<file path="src/rtl/eitfpc_pkg.sv">
// Purpose: shared constants and types of the interrupt-source, timer flag and power control block
// Assumes: apb slave with 32-bit data, one aligned word per register
// Notes: register indices are scaled by four to form byte addresses
package eitfpc_pkg;
  // bus geometry
  localparam int EITFPC_ADDR_W = 12;
  localparam int EITFPC_IDX_W = 10;
  // register indices, byte address is four times the index
  localparam logic [9:0] IDX_PIN_EN = 10'h084;
  localparam logic [9:0] IDX_PIN_FLAG = 10'h085;
  localparam logic [9:0] IDX_PWM_FLAG = 10'h086;
  localparam logic [9:0] IDX_PWR = 10'h087;
  localparam logic [9:0] IDX_TCTL = 10'h088;
  localparam logic [9:0] IDX_CTRL = 10'h090;
  localparam logic [9:0] IDX_STAT = 10'h091;
  localparam logic [9:0] IDX_MASK = 10'h092;
  // power_and_baud_control bit positions
  localparam int PWR_BAUD = 7;
  localparam int PWR_FLAG1 = 3;
  localparam int PWR_FLAG0 = 2;
  localparam int PWR_STOP = 1;
  localparam int PWR_IDLE = 0;
  // timer_and_ext_int_control bit positions
  localparam int TC_OVF1 = 7;
  localparam int TC_RUN1 = 6;
  localparam int TC_OVF0 = 5;
  localparam int TC_RUN0 = 4;
  localparam int TC_EDGE1 = 3;
  localparam int TC_TRIG1 = 2;
  localparam int TC_EDGE0 = 1;
  localparam int TC_TRIG0 = 0;
  // control register bit positions
  localparam int CTRL_SHARED = 0;
  localparam int CTRL_GIE = 1;
  // event status bit positions
  localparam int EV_PIN = 0;
  localparam int EV_PWM = 1;
  localparam int EV_TMR = 2;
  localparam int EV_EXT = 3;
  localparam int EV_WAKE = 4;
  localparam int EITFPC_NEV = 5;
  // reset values
  localparam logic [7:0] RST_BYTE = 8'h00;
  localparam logic [9:0] SYNC_IDLE = 10'h3FF;
  // power mode
  typedef enum logic [1:0] {PM_RUN, PM_IDLE, PM_STOP} eitfpc_pmode_e;
  // vector acknowledges from the cpu core, one-cycle pulses
  typedef struct packed {
    logic tmr1;
    logic ext1;
    logic tmr0;
    logic ext0;
  } eitfpc_ack_s;
  // state of the pin synchroniser: two sync stages and an edge history
  typedef struct packed {
    logic [9:0] s1;
    logic [9:0] s2;
    logic [9:0] s3;
  } eitfpc_sync_s;
  // whole state of the controller
  typedef struct packed {
    logic [7:0] pin_en;
    logic [7:0] pin_flag;
    logic [2:0] pwm_flag;
    logic [7:0] pwr;
    logic [7:0] tctl;
    logic [1:0] ctrl;
    logic [EITFPC_NEV-1:0] stat;
    logic [EITFPC_NEV-1:0] mask;
    logic [31:0] prdata;
    logic wake;
    eitfpc_pmode_e pmode;
  } eitfpc_state_s;
endpackage

</file>
<file path="src/rtl/eitfpc_pin_sync.sv">
// Purpose: two-stage synchroniser and falling edge detector for ten interrupt pins
// Assumes: pins are asynchronous to MCLK and idle high
// Notes: the edge history looks only at the second stage
`timescale 1ns/10ps
`default_nettype none
module eitfpc_pin_sync (
  input wire logic MCLK,
  input wire logic RST,
  input wire logic [9:0] PIN_ASYNC,
  output logic [9:0] PIN_LEVEL,
  output logic [9:0] PIN_FALL
);
  import eitfpc_pkg::*;

  eitfpc_sync_s st_reg; // registered state
  eitfpc_sync_s st_next; // next state

  // shift the pins through the stages; reset to idle high so no false edge
  always_comb begin
    st_next = st_reg;
    st_next.s1 = PIN_ASYNC;
    st_next.s2 = st_reg.s1;
    st_next.s3 = st_reg.s2;
  end

  // single registered state
  always_ff @(posedge MCLK) begin
    if (RST) begin
      st_reg <= '{s1: SYNC_IDLE, s2: SYNC_IDLE, s3: SYNC_IDLE};
    end else begin
      st_reg <= st_next;
    end
  end

  assign PIN_LEVEL = st_reg.s2; // synchronised level
  assign PIN_FALL = st_reg.s3 & ~st_reg.s2; // one-cycle pulse per falling edge
endmodule // eitfpc_pin_sync
`default_nettype wire

</file>
<file path="src/rtl/eitfpc_ctrl.sv">
// Purpose: interrupt-source control, flags, timer run bits and power mode entry
// Assumes: apb slave, zero wait states; timer counters and uart live elsewhere
// Notes: all pins pass the synchroniser before any logic reads them
//
// The APB register port was left to the implementer.
`timescale 1ns/10ps
`default_nettype none
// Overview of operation
// - pin enable bits gate interrupt and wake
// - enabled pin wakes stop regardless global enable
// - shared enable also needed for pin events
// - pin flags set by hardware, write zero clears
// - three pwm flags, write zero clears
// - power bit seven doubles uart one baud
// - power bits three, two are plain flags
// - writing power bit one enters stop
// - writing power bit zero enters idle
// - timer one overflow flag, cleared on vector
// - timer zero overflow flag, cleared on vector
// - run bits start and stop timers
// - ext one falling edge sets flag
// - ext zero falling edge sets flag
// - control bit two selects ext one trigger
// - control bit zero selects ext zero trigger
module eitfpc_ctrl (
  input wire logic MCLK,
  input wire logic RST,
  input wire logic PSEL,
  input wire logic PENABLE,
  input wire logic PWRITE,
  input wire logic [eitfpc_pkg::EITFPC_ADDR_W-1:0] PADDR,
  input wire logic [31:0] PWDATA,
  output logic [31:0] PRDATA,
  output logic PREADY,
  output logic PSLVERR,
  input wire logic [7:0] EXT_PIN,
  input wire logic EXT_ZERO_PIN,
  input wire logic EXT_ONE_PIN,
  input wire logic [2:0] PWM_EVT,
  input wire logic TMR0_OVF,
  input wire logic TMR1_OVF,
  input wire eitfpc_pkg::eitfpc_ack_s VEC_ACK,
  output logic EXT_PIN_IRQ,
  output logic EXT_ZERO_REQ,
  output logic EXT_ONE_REQ,
  output logic TMR0_IRQ,
  output logic TMR1_IRQ,
  output logic PWM_IRQ,
  output logic [1:0] TIMER_RUN,
  output logic BAUD_DOUBLE,
  output logic IDLE_MODE,
  output logic STOP_MODE,
  output logic WAKE,
  output logic IRQ
);
  import eitfpc_pkg::*;

  // decode: is this index one of ours
  function automatic logic reg_hit(input logic [9:0] idx);
    unique case (idx)
      IDX_PIN_EN, IDX_PIN_FLAG, IDX_PWM_FLAG, IDX_PWR, IDX_TCTL: reg_hit = 1'b1;
      IDX_CTRL, IDX_STAT, IDX_MASK: reg_hit = 1'b1;
      default: reg_hit = 1'b0;
    endcase
  endfunction

  // read mux; upper bits read as zero
  function automatic logic [31:0] rd_word(input logic [9:0] idx, input eitfpc_state_s s);
    logic [7:0] b;
    b = RST_BYTE;
    unique case (idx)
      IDX_PIN_EN: b = s.pin_en;
      IDX_PIN_FLAG: b = s.pin_flag;
      IDX_PWM_FLAG: b = {5'h00, s.pwm_flag};
      IDX_PWR: b = s.pwr;
      IDX_TCTL: b = s.tctl;
      IDX_CTRL: b = {6'h00, s.ctrl};
      IDX_STAT: b = {3'h0, s.stat};
      IDX_MASK: b = {3'h0, s.mask};
      default: b = RST_BYTE;
    endcase
    rd_word = {24'h000000, b};
  endfunction

  eitfpc_state_s st_reg; // all registered state
  eitfpc_state_s st_next; // its next value

  logic [9:0] pin_lvl; // synchronised pin levels, {ext1, ext0, pins 9..2}
  logic [9:0] pin_fall; // falling edge pulses, same order
  logic [9:0] idx; // word index of the access
  logic wr_go; // write takes effect this edge
  logic setup; // setup phase of an apb transfer
  logic shared_en; // shared pin / low-voltage enable
  logic gie; // global interrupt enable
  logic [7:0] pin_set; // pin flags set this cycle
  logic pin_wake; // enabled pin edge while stopped
  logic ext0_set; // ext zero edge flag set
  logic ext1_set; // ext one edge flag set
  logic [EITFPC_NEV-1:0] ev; // events feeding the sticky status
  logic any_req; // any request that ends idle
  logic [7:0] wb; // low byte of write data

  // pins cross into MCLK here before any other logic looks at them
  eitfpc_pin_sync u_sync (
    .MCLK(MCLK),
    .RST(RST),
    .PIN_ASYNC({EXT_ONE_PIN, EXT_ZERO_PIN, EXT_PIN}),
    .PIN_LEVEL(pin_lvl),
    .PIN_FALL(pin_fall)
  );

  // bus decode; zero wait states keeps the cpu path short
  assign idx = PADDR[11:2];
  assign setup = PSEL & ~PENABLE;
  assign wr_go = PSEL & PENABLE & PWRITE & reg_hit(idx);
  assign wb = PWDATA[7:0];
  assign PREADY = 1'b1;
  assign PSLVERR = PSEL & PENABLE & ~reg_hit(idx); // unmapped address
  assign shared_en = st_reg.ctrl[CTRL_SHARED];
  assign gie = st_reg.ctrl[CTRL_GIE];

  // pin events need both their own enable and the shared enable
  assign pin_set = pin_fall[7:0] & st_reg.pin_en & {8{shared_en}};
  // wake ignores the global enable on purpose
  assign pin_wake = (st_reg.pmode == PM_STOP) & (|pin_set);
  // edge flags only in edge mode; level mode uses the pin itself
  assign ext0_set = pin_fall[8] & st_reg.tctl[TC_TRIG0];
  assign ext1_set = pin_fall[9] & st_reg.tctl[TC_TRIG1];

  // event vector for the sticky status register
  assign ev[EV_PIN] = |pin_set;
  assign ev[EV_PWM] = |PWM_EVT;
  assign ev[EV_TMR] = TMR0_OVF | TMR1_OVF;
  assign ev[EV_EXT] = ext0_set | ext1_set;
  assign ev[EV_WAKE] = pin_wake;

  // any pending request leaves idle
  assign any_req = EXT_PIN_IRQ | EXT_ZERO_REQ | EXT_ONE_REQ | TMR0_IRQ | TMR1_IRQ | PWM_IRQ;

  // next state: software writes first, hardware sets on top so sets win
  always_comb begin
    st_next = st_reg;
    st_next.wake = pin_wake;
    // read data captured in setup so prdata comes from a flop
    if (setup) begin
      st_next.prdata = rd_word(idx, st_reg);
    end
    // pin enables
    if (wr_go && idx == IDX_PIN_EN) begin
      st_next.pin_en = wb;
    end
    // pin flags: software writes, hardware sets
    if (wr_go && idx == IDX_PIN_FLAG) begin
      st_next.pin_flag = wb;
    end
    st_next.pin_flag = st_next.pin_flag | pin_set;
    // pwm flags
    if (wr_go && idx == IDX_PWM_FLAG) begin
      st_next.pwm_flag = wb[2:0];
    end
    st_next.pwm_flag = st_next.pwm_flag | PWM_EVT;
    // power and baud control; mode bits follow the mode machine below
    if (wr_go && idx == IDX_PWR) begin
      st_next.pwr[PWR_BAUD] = wb[PWR_BAUD];
      st_next.pwr[PWR_FLAG1] = wb[PWR_FLAG1];
      st_next.pwr[PWR_FLAG0] = wb[PWR_FLAG0];
    end
    // timer and external interrupt control
    if (wr_go && idx == IDX_TCTL) begin
      st_next.tctl = wb;
    end
    // vector acknowledges clear the hardware flags
    if (VEC_ACK.tmr1) begin
      st_next.tctl[TC_OVF1] = 1'b0;
    end
    if (VEC_ACK.tmr0) begin
      st_next.tctl[TC_OVF0] = 1'b0;
    end
    if (VEC_ACK.ext1) begin
      st_next.tctl[TC_EDGE1] = 1'b0;
    end
    if (VEC_ACK.ext0) begin
      st_next.tctl[TC_EDGE0] = 1'b0;
    end
    // a new event in the same cycle as the clear still lands
    if (TMR1_OVF) begin
      st_next.tctl[TC_OVF1] = 1'b1;
    end
    if (TMR0_OVF) begin
      st_next.tctl[TC_OVF0] = 1'b1;
    end
    if (ext1_set) begin
      st_next.tctl[TC_EDGE1] = 1'b1;
    end
    if (ext0_set) begin
      st_next.tctl[TC_EDGE0] = 1'b1;
    end
    // own control and mask registers
    if (wr_go && idx == IDX_CTRL) begin
      st_next.ctrl = wb[1:0];
    end
    if (wr_go && idx == IDX_MASK) begin
      st_next.mask = wb[EITFPC_NEV-1:0];
    end
    // sticky status: write one clears, set wins
    if (wr_go && idx == IDX_STAT) begin
      st_next.stat = st_reg.stat & ~wb[EITFPC_NEV-1:0];
    end
    st_next.stat = st_next.stat | ev;
    // power mode machine
    unique case (st_reg.pmode)
      PM_RUN: begin
        if (wr_go && idx == IDX_PWR && wb[PWR_STOP]) begin
          st_next.pmode = PM_STOP;
        end else if (wr_go && idx == IDX_PWR && wb[PWR_IDLE]) begin
          st_next.pmode = PM_IDLE;
        end
      end
      PM_IDLE: begin
        // any request brings the core back
        if (any_req) begin
          st_next.pmode = PM_RUN;
        end
      end
      PM_STOP: begin
        // only an enabled extra pin can end stop here
        if (pin_wake) begin
          st_next.pmode = PM_RUN;
        end
      end
      default: st_next.pmode = PM_RUN; // the spare code falls back to run
    endcase
    // mode bits read back the current mode
    st_next.pwr[PWR_STOP] = (st_next.pmode == PM_STOP);
    st_next.pwr[PWR_IDLE] = (st_next.pmode == PM_IDLE);
  end

  // single registered state, synchronous reset
  always_ff @(posedge MCLK) begin
    if (RST) begin
      st_reg <= '{pin_en: RST_BYTE, pin_flag: RST_BYTE, pwm_flag: 3'h0, pwr: RST_BYTE,
                  tctl: RST_BYTE, ctrl: 2'h0, stat: '0, mask: '0, prdata: 32'h00000000,
                  wake: 1'b0, pmode: PM_RUN};
    end else begin
      st_reg <= st_next;
    end
  end

  // outputs
  assign PRDATA = st_reg.prdata;
  // pin request needs own enable, shared enable and the global enable
  assign EXT_PIN_IRQ = gie & shared_en & (|(st_reg.pin_flag & st_reg.pin_en));
  // level mode presents the request as long as the pin is low
  assign EXT_ZERO_REQ = gie & (st_reg.tctl[TC_TRIG0] ? st_reg.tctl[TC_EDGE0] : ~pin_lvl[8]);
  assign EXT_ONE_REQ = gie & (st_reg.tctl[TC_TRIG1] ? st_reg.tctl[TC_EDGE1] : ~pin_lvl[9]);
  assign TMR0_IRQ = gie & st_reg.tctl[TC_OVF0];
  assign TMR1_IRQ = gie & st_reg.tctl[TC_OVF1];
  assign PWM_IRQ = gie & (|st_reg.pwm_flag);
  assign TIMER_RUN = {st_reg.tctl[TC_RUN1], st_reg.tctl[TC_RUN0]};
  assign BAUD_DOUBLE = st_reg.pwr[PWR_BAUD];
  assign IDLE_MODE = st_reg.pwr[PWR_IDLE];
  assign STOP_MODE = st_reg.pwr[PWR_STOP];
  assign WAKE = st_reg.wake;
  assign IRQ = |(st_reg.stat & st_reg.mask);
endmodule // eitfpc_ctrl
`default_nettype wire

</file>
<file path="config.mk">
export PLATFORM = sky130hd
export DESIGN_NAME = eitfpc_ctrl
export DESIGN_NICKNAME = d
export VERILOG_FILES = /design/src/rtl/eitfpc_pkg.sv /design/src/rtl/eitfpc_pin_sync.sv /design/src/rtl/eitfpc_ctrl.sv
export SDC_FILE = /design/constraint.sdc
export NUM_CORES = 1
export LEC_CHECK = 0
export CAP_MARGIN = 30
export CORE_ASPECT_RATIO = 2
export CORE_MARGIN = 1.5
export CORE_UTILIZATION = 40
export DETAILED_ROUTE_END_ITERATION = 10
export DONT_BUFFER_PORTS = 1
export PLACE_DENSITY = 0.53
export SETUP_SLACK_MARGIN = 0.3
export SLEW_MARGIN = 20
export SYNTH_ARGS = -nofsm -noshare
export SYNTH_HDL_FRONTEND = slang
export SYNTH_SLANG_ARGS = --single-unit
</file>
<file path="constraint.sdc">
create_clock -name MCLK -period 1.5 [get_ports MCLK]
set_input_delay 0.15 -clock MCLK [delete_from_list [all_inputs] [get_ports MCLK]]
set_output_delay 0.15 -clock MCLK [all_outputs]
set_load 0.01 [all_outputs]
</file>
==> qor.yml <==
synthesis:
  yosysMostFrequentCell: "dfxtp_1"
  synth_flop_cell: "dfxtp_1"
  synth_top_area_share: 0.4337
  yosys-top-cells-area: "dfxtp_1 (43%), mux2i_1 (9.4%), buf_4 (6.9%)"
  yosysTopAreaCell: "dfxtp_1"
  synth_warnings: 0
  syn_inst: 399
  synth-seq-cells: 85
  syn_area_per_cell_um2: 9.834
  synth_common_cells: "dfxtp_1 (85), mux2i_1 (37), buf_4 (36)"
  ys_seq_area_frac: 0.4337
  synth_enable_flop_cells: 0
  synth_area_mm2: 0.003924
  async_flop_share: 0
  ys_types: 48
power:
  power.leakage_nw: 2.140
  powerDensity_mw_per_mm2: 960.7
  p_clk_frac: 0.472
  swShare: 0.2293
  p_switching_mw: 1.115
  totalPowerFinal_mw: 4.861
  comb_power_share: 0.051
  ir_drop_mv: 0.7754
  p_int_mw: 3.746
  p_seq_frac: 0.477
placed_design:
  dp_worst_setup_slack_ps: -168.1
  gp_congestion: 0.8792
  placed_area_mm2: 0.004244
  dp_hpwl_mm: 8.134
  port_buffers: 0
  place_inst: 542
worst_setup_path:
  worstPathArrival_ps: 1830
  startpoint_type: "register"
  worst-r2r-cell-count: 4
  cp_max_fo: 3
  path_depth: 4
  path_delay_family: "simple AND/OR/NAND/NOR gates"
  critPathSlowestCell: "or4b_4"
  worst_ep_required_time_ps: 1760
  cp_num_buf_inv: 0
  regToRegStartpoint: "st_reg[63]"
  crit_start: "st_reg[63]"
  crit_path_max_incr_delay_ps: 500
  worstSetupPathType: "register to register"
  cp_cell_sequence: "o31a_1, nor4b_2, or4b_4, o21ai_0"
  crit_path_end_kind: "register"
global_routing:
  grt_pass1_vias: 3128
  antenna_found_initial: 0
  grt_max_degree: 74
  grt.overflow.total: 0
  grt_use_total: 0.2199
  grt_pass1_wl_mm: 16.72
finish:
  fill_cells: 890
  finalNetCount: 523
  syn_to_final_growth_pct: 28.95
  drive_gt1_frac: 0.3609
  largest_reg_flops: 39
  final_area_mm2: 0.005060
  antennaDiodeCount: 0
  final_cells: 592
run_status:
  failed_checks: "hold timing, setup timing"
  outcome: "finished, violations left"
floorplanning:
  io_pins: 115
  dieArea_mm2: 0.01045
  num_rows: 51
  die_x_um: 73.04
  initial_core_util: 0.4072
  core_mm2: 0.009635
  dieHeight_um: 143.1
clocking:
  clock-sinks: 85
  clk_path_buf_depth: 2
  ctsHoldBuffers: 19
  path_clk_slew_ps: 70
  clk_latency_ps: 340
  numCtsBuffers: 9
  ctsHtreeMaxLevel: 3
  root_buffer: "clkbuf_16"
  cts_tree: "yes"
hold_path:
  hp-start: "RST"
  min_path_cells: 1
  hp-class: "input port to register"
detailed_routing:
  ant_nets: 0
  firstDrtPassIters: 4
  drc: 0
  wl_mm: 11.15
  vias: 3169
  wl_per_cell_um: 18.83
  viasPerCell: 5.353
  drtIter0Drc: 130
sta:
  timing.hold.ws_ps: -112.6
  hold_viol: 67
  fmax_ghz: 0.6390
  drv_slew: 0
  tightestPinTransition_ps: 640.3
  setup_viol: 4
  rsz0062_at_grt: "yes"
  post-route-min-period_ps: 1565
  finalClockSkew_ps: 9.382
  fin_crit_sh: 1.043
  setup_slack_ps: -65.04
  relSlewSlack: 0.5731
run:
  maxCapViolCount: 0
==> layer usage <==
metal,part of all wire,GRT usage,vias up
li1,-,-,1495
met4,0.065,0.1529,0
met1,0.34,0.2069,1532
met3,0.045,0.05152,37
met2,0.55,0.4005,105
met5,0,0,-
==> cell families after synthesis <==
kind of cell | share of synthesized area
DFF | 0.4337
muxes | 0.1116
and+or+nand+nor | 0.2286
buffers and inverters | 0.09120
other | 0.001914
AOI/OAI and AO/OA | 0.1330
==> through the flow <==
step                setup TNS [ps]  utilization
finish                      -171.5       0.5251
global route                -435.3       0.5251
CTS                         -162.2       0.5105
detailed placement          -327.3       0.4405
global placement            -268.1       0.4405
floorplan                        0            -
==> worst reg2reg max path, delay by kind of cell, from the launching register on <==
kind	cells	cell delay (ps)
simple gates	2	740
flops	1	340
compound gates	2	420
==> cell usage in the layout (no fill, tap or decap), drive strengths merged, types with 2 or more instances in the layout <==
master,count
dfxtp,85
buf,55
mux2i,37
or2,35
conb,25
nor2,22
nand2,20
dlygate4sd3,19
a21oi,18
o31ai,10
nand4,10
clkbuf,9
inv,9
nand4b,8
and3,7
nand3,6
nand3b,6
a22oi,6
a21boi,6
and2,5
nor4b,5
o21a,4
o2bb2ai,4
a22o,4
o21ai,4
a211oi,4
nor2b,4
nand2b,3
mux4,3
or4b,3
and4,3
a221oi,3
clkinv,3
o31a,2
nor3,2
o22ai,2
a32oi,2
==> layout make-up <==
cell class / count / area (um2) / share of cell area
Clock buffer: 9 / 225.2 / 0.04451
Clock inverter: 7 / 81.33 / 0.01607
Inverter: 6 / 22.52 / 0.004451
Multi-Input combinational cell: 279 / 2178 / 0.4305
Sequential cell: 85 / 1734 / 0.3427
Tap cell: 132 / 165.2 / 0.03264
Timing Repair Buffer: 74 / 653.1 / 0.1291
==> power groups by stage <==
stage | Clock (mW) | Combinational, mW | Sequential, mW
global placement | 0 | 0.190 | 2.37
floorplan | 0 | 0.246 | 2.37
CTS | 2.35 | 0.245 | 2.32
finish | 2.29 | 0.249 | 2.32
global route | 2.43 | 0.269 | 2.32
detailed placement | 0 | 0.193 | 2.37
==> timing repair <==
item / CTS / global route
pin swaps: 22 / 18
endpoints found under the hold margin: 71 / 67
resized for setup: 38 / 22
buffers inserted: 8 / 7
endpoints found under the setup margin: 17 / 20
==> worst paths after layout <==
check | endpoint | slack (ps)
worst max-delay path | IDLE_MODE | -70
worst max register to register | IDLE_MODE | -70
worst min-delay path | st_reg[80] | -110
worst min register to register | u_sync.PIN_LEVEL[9] | 410
Power figures use the tool's default switching activity.
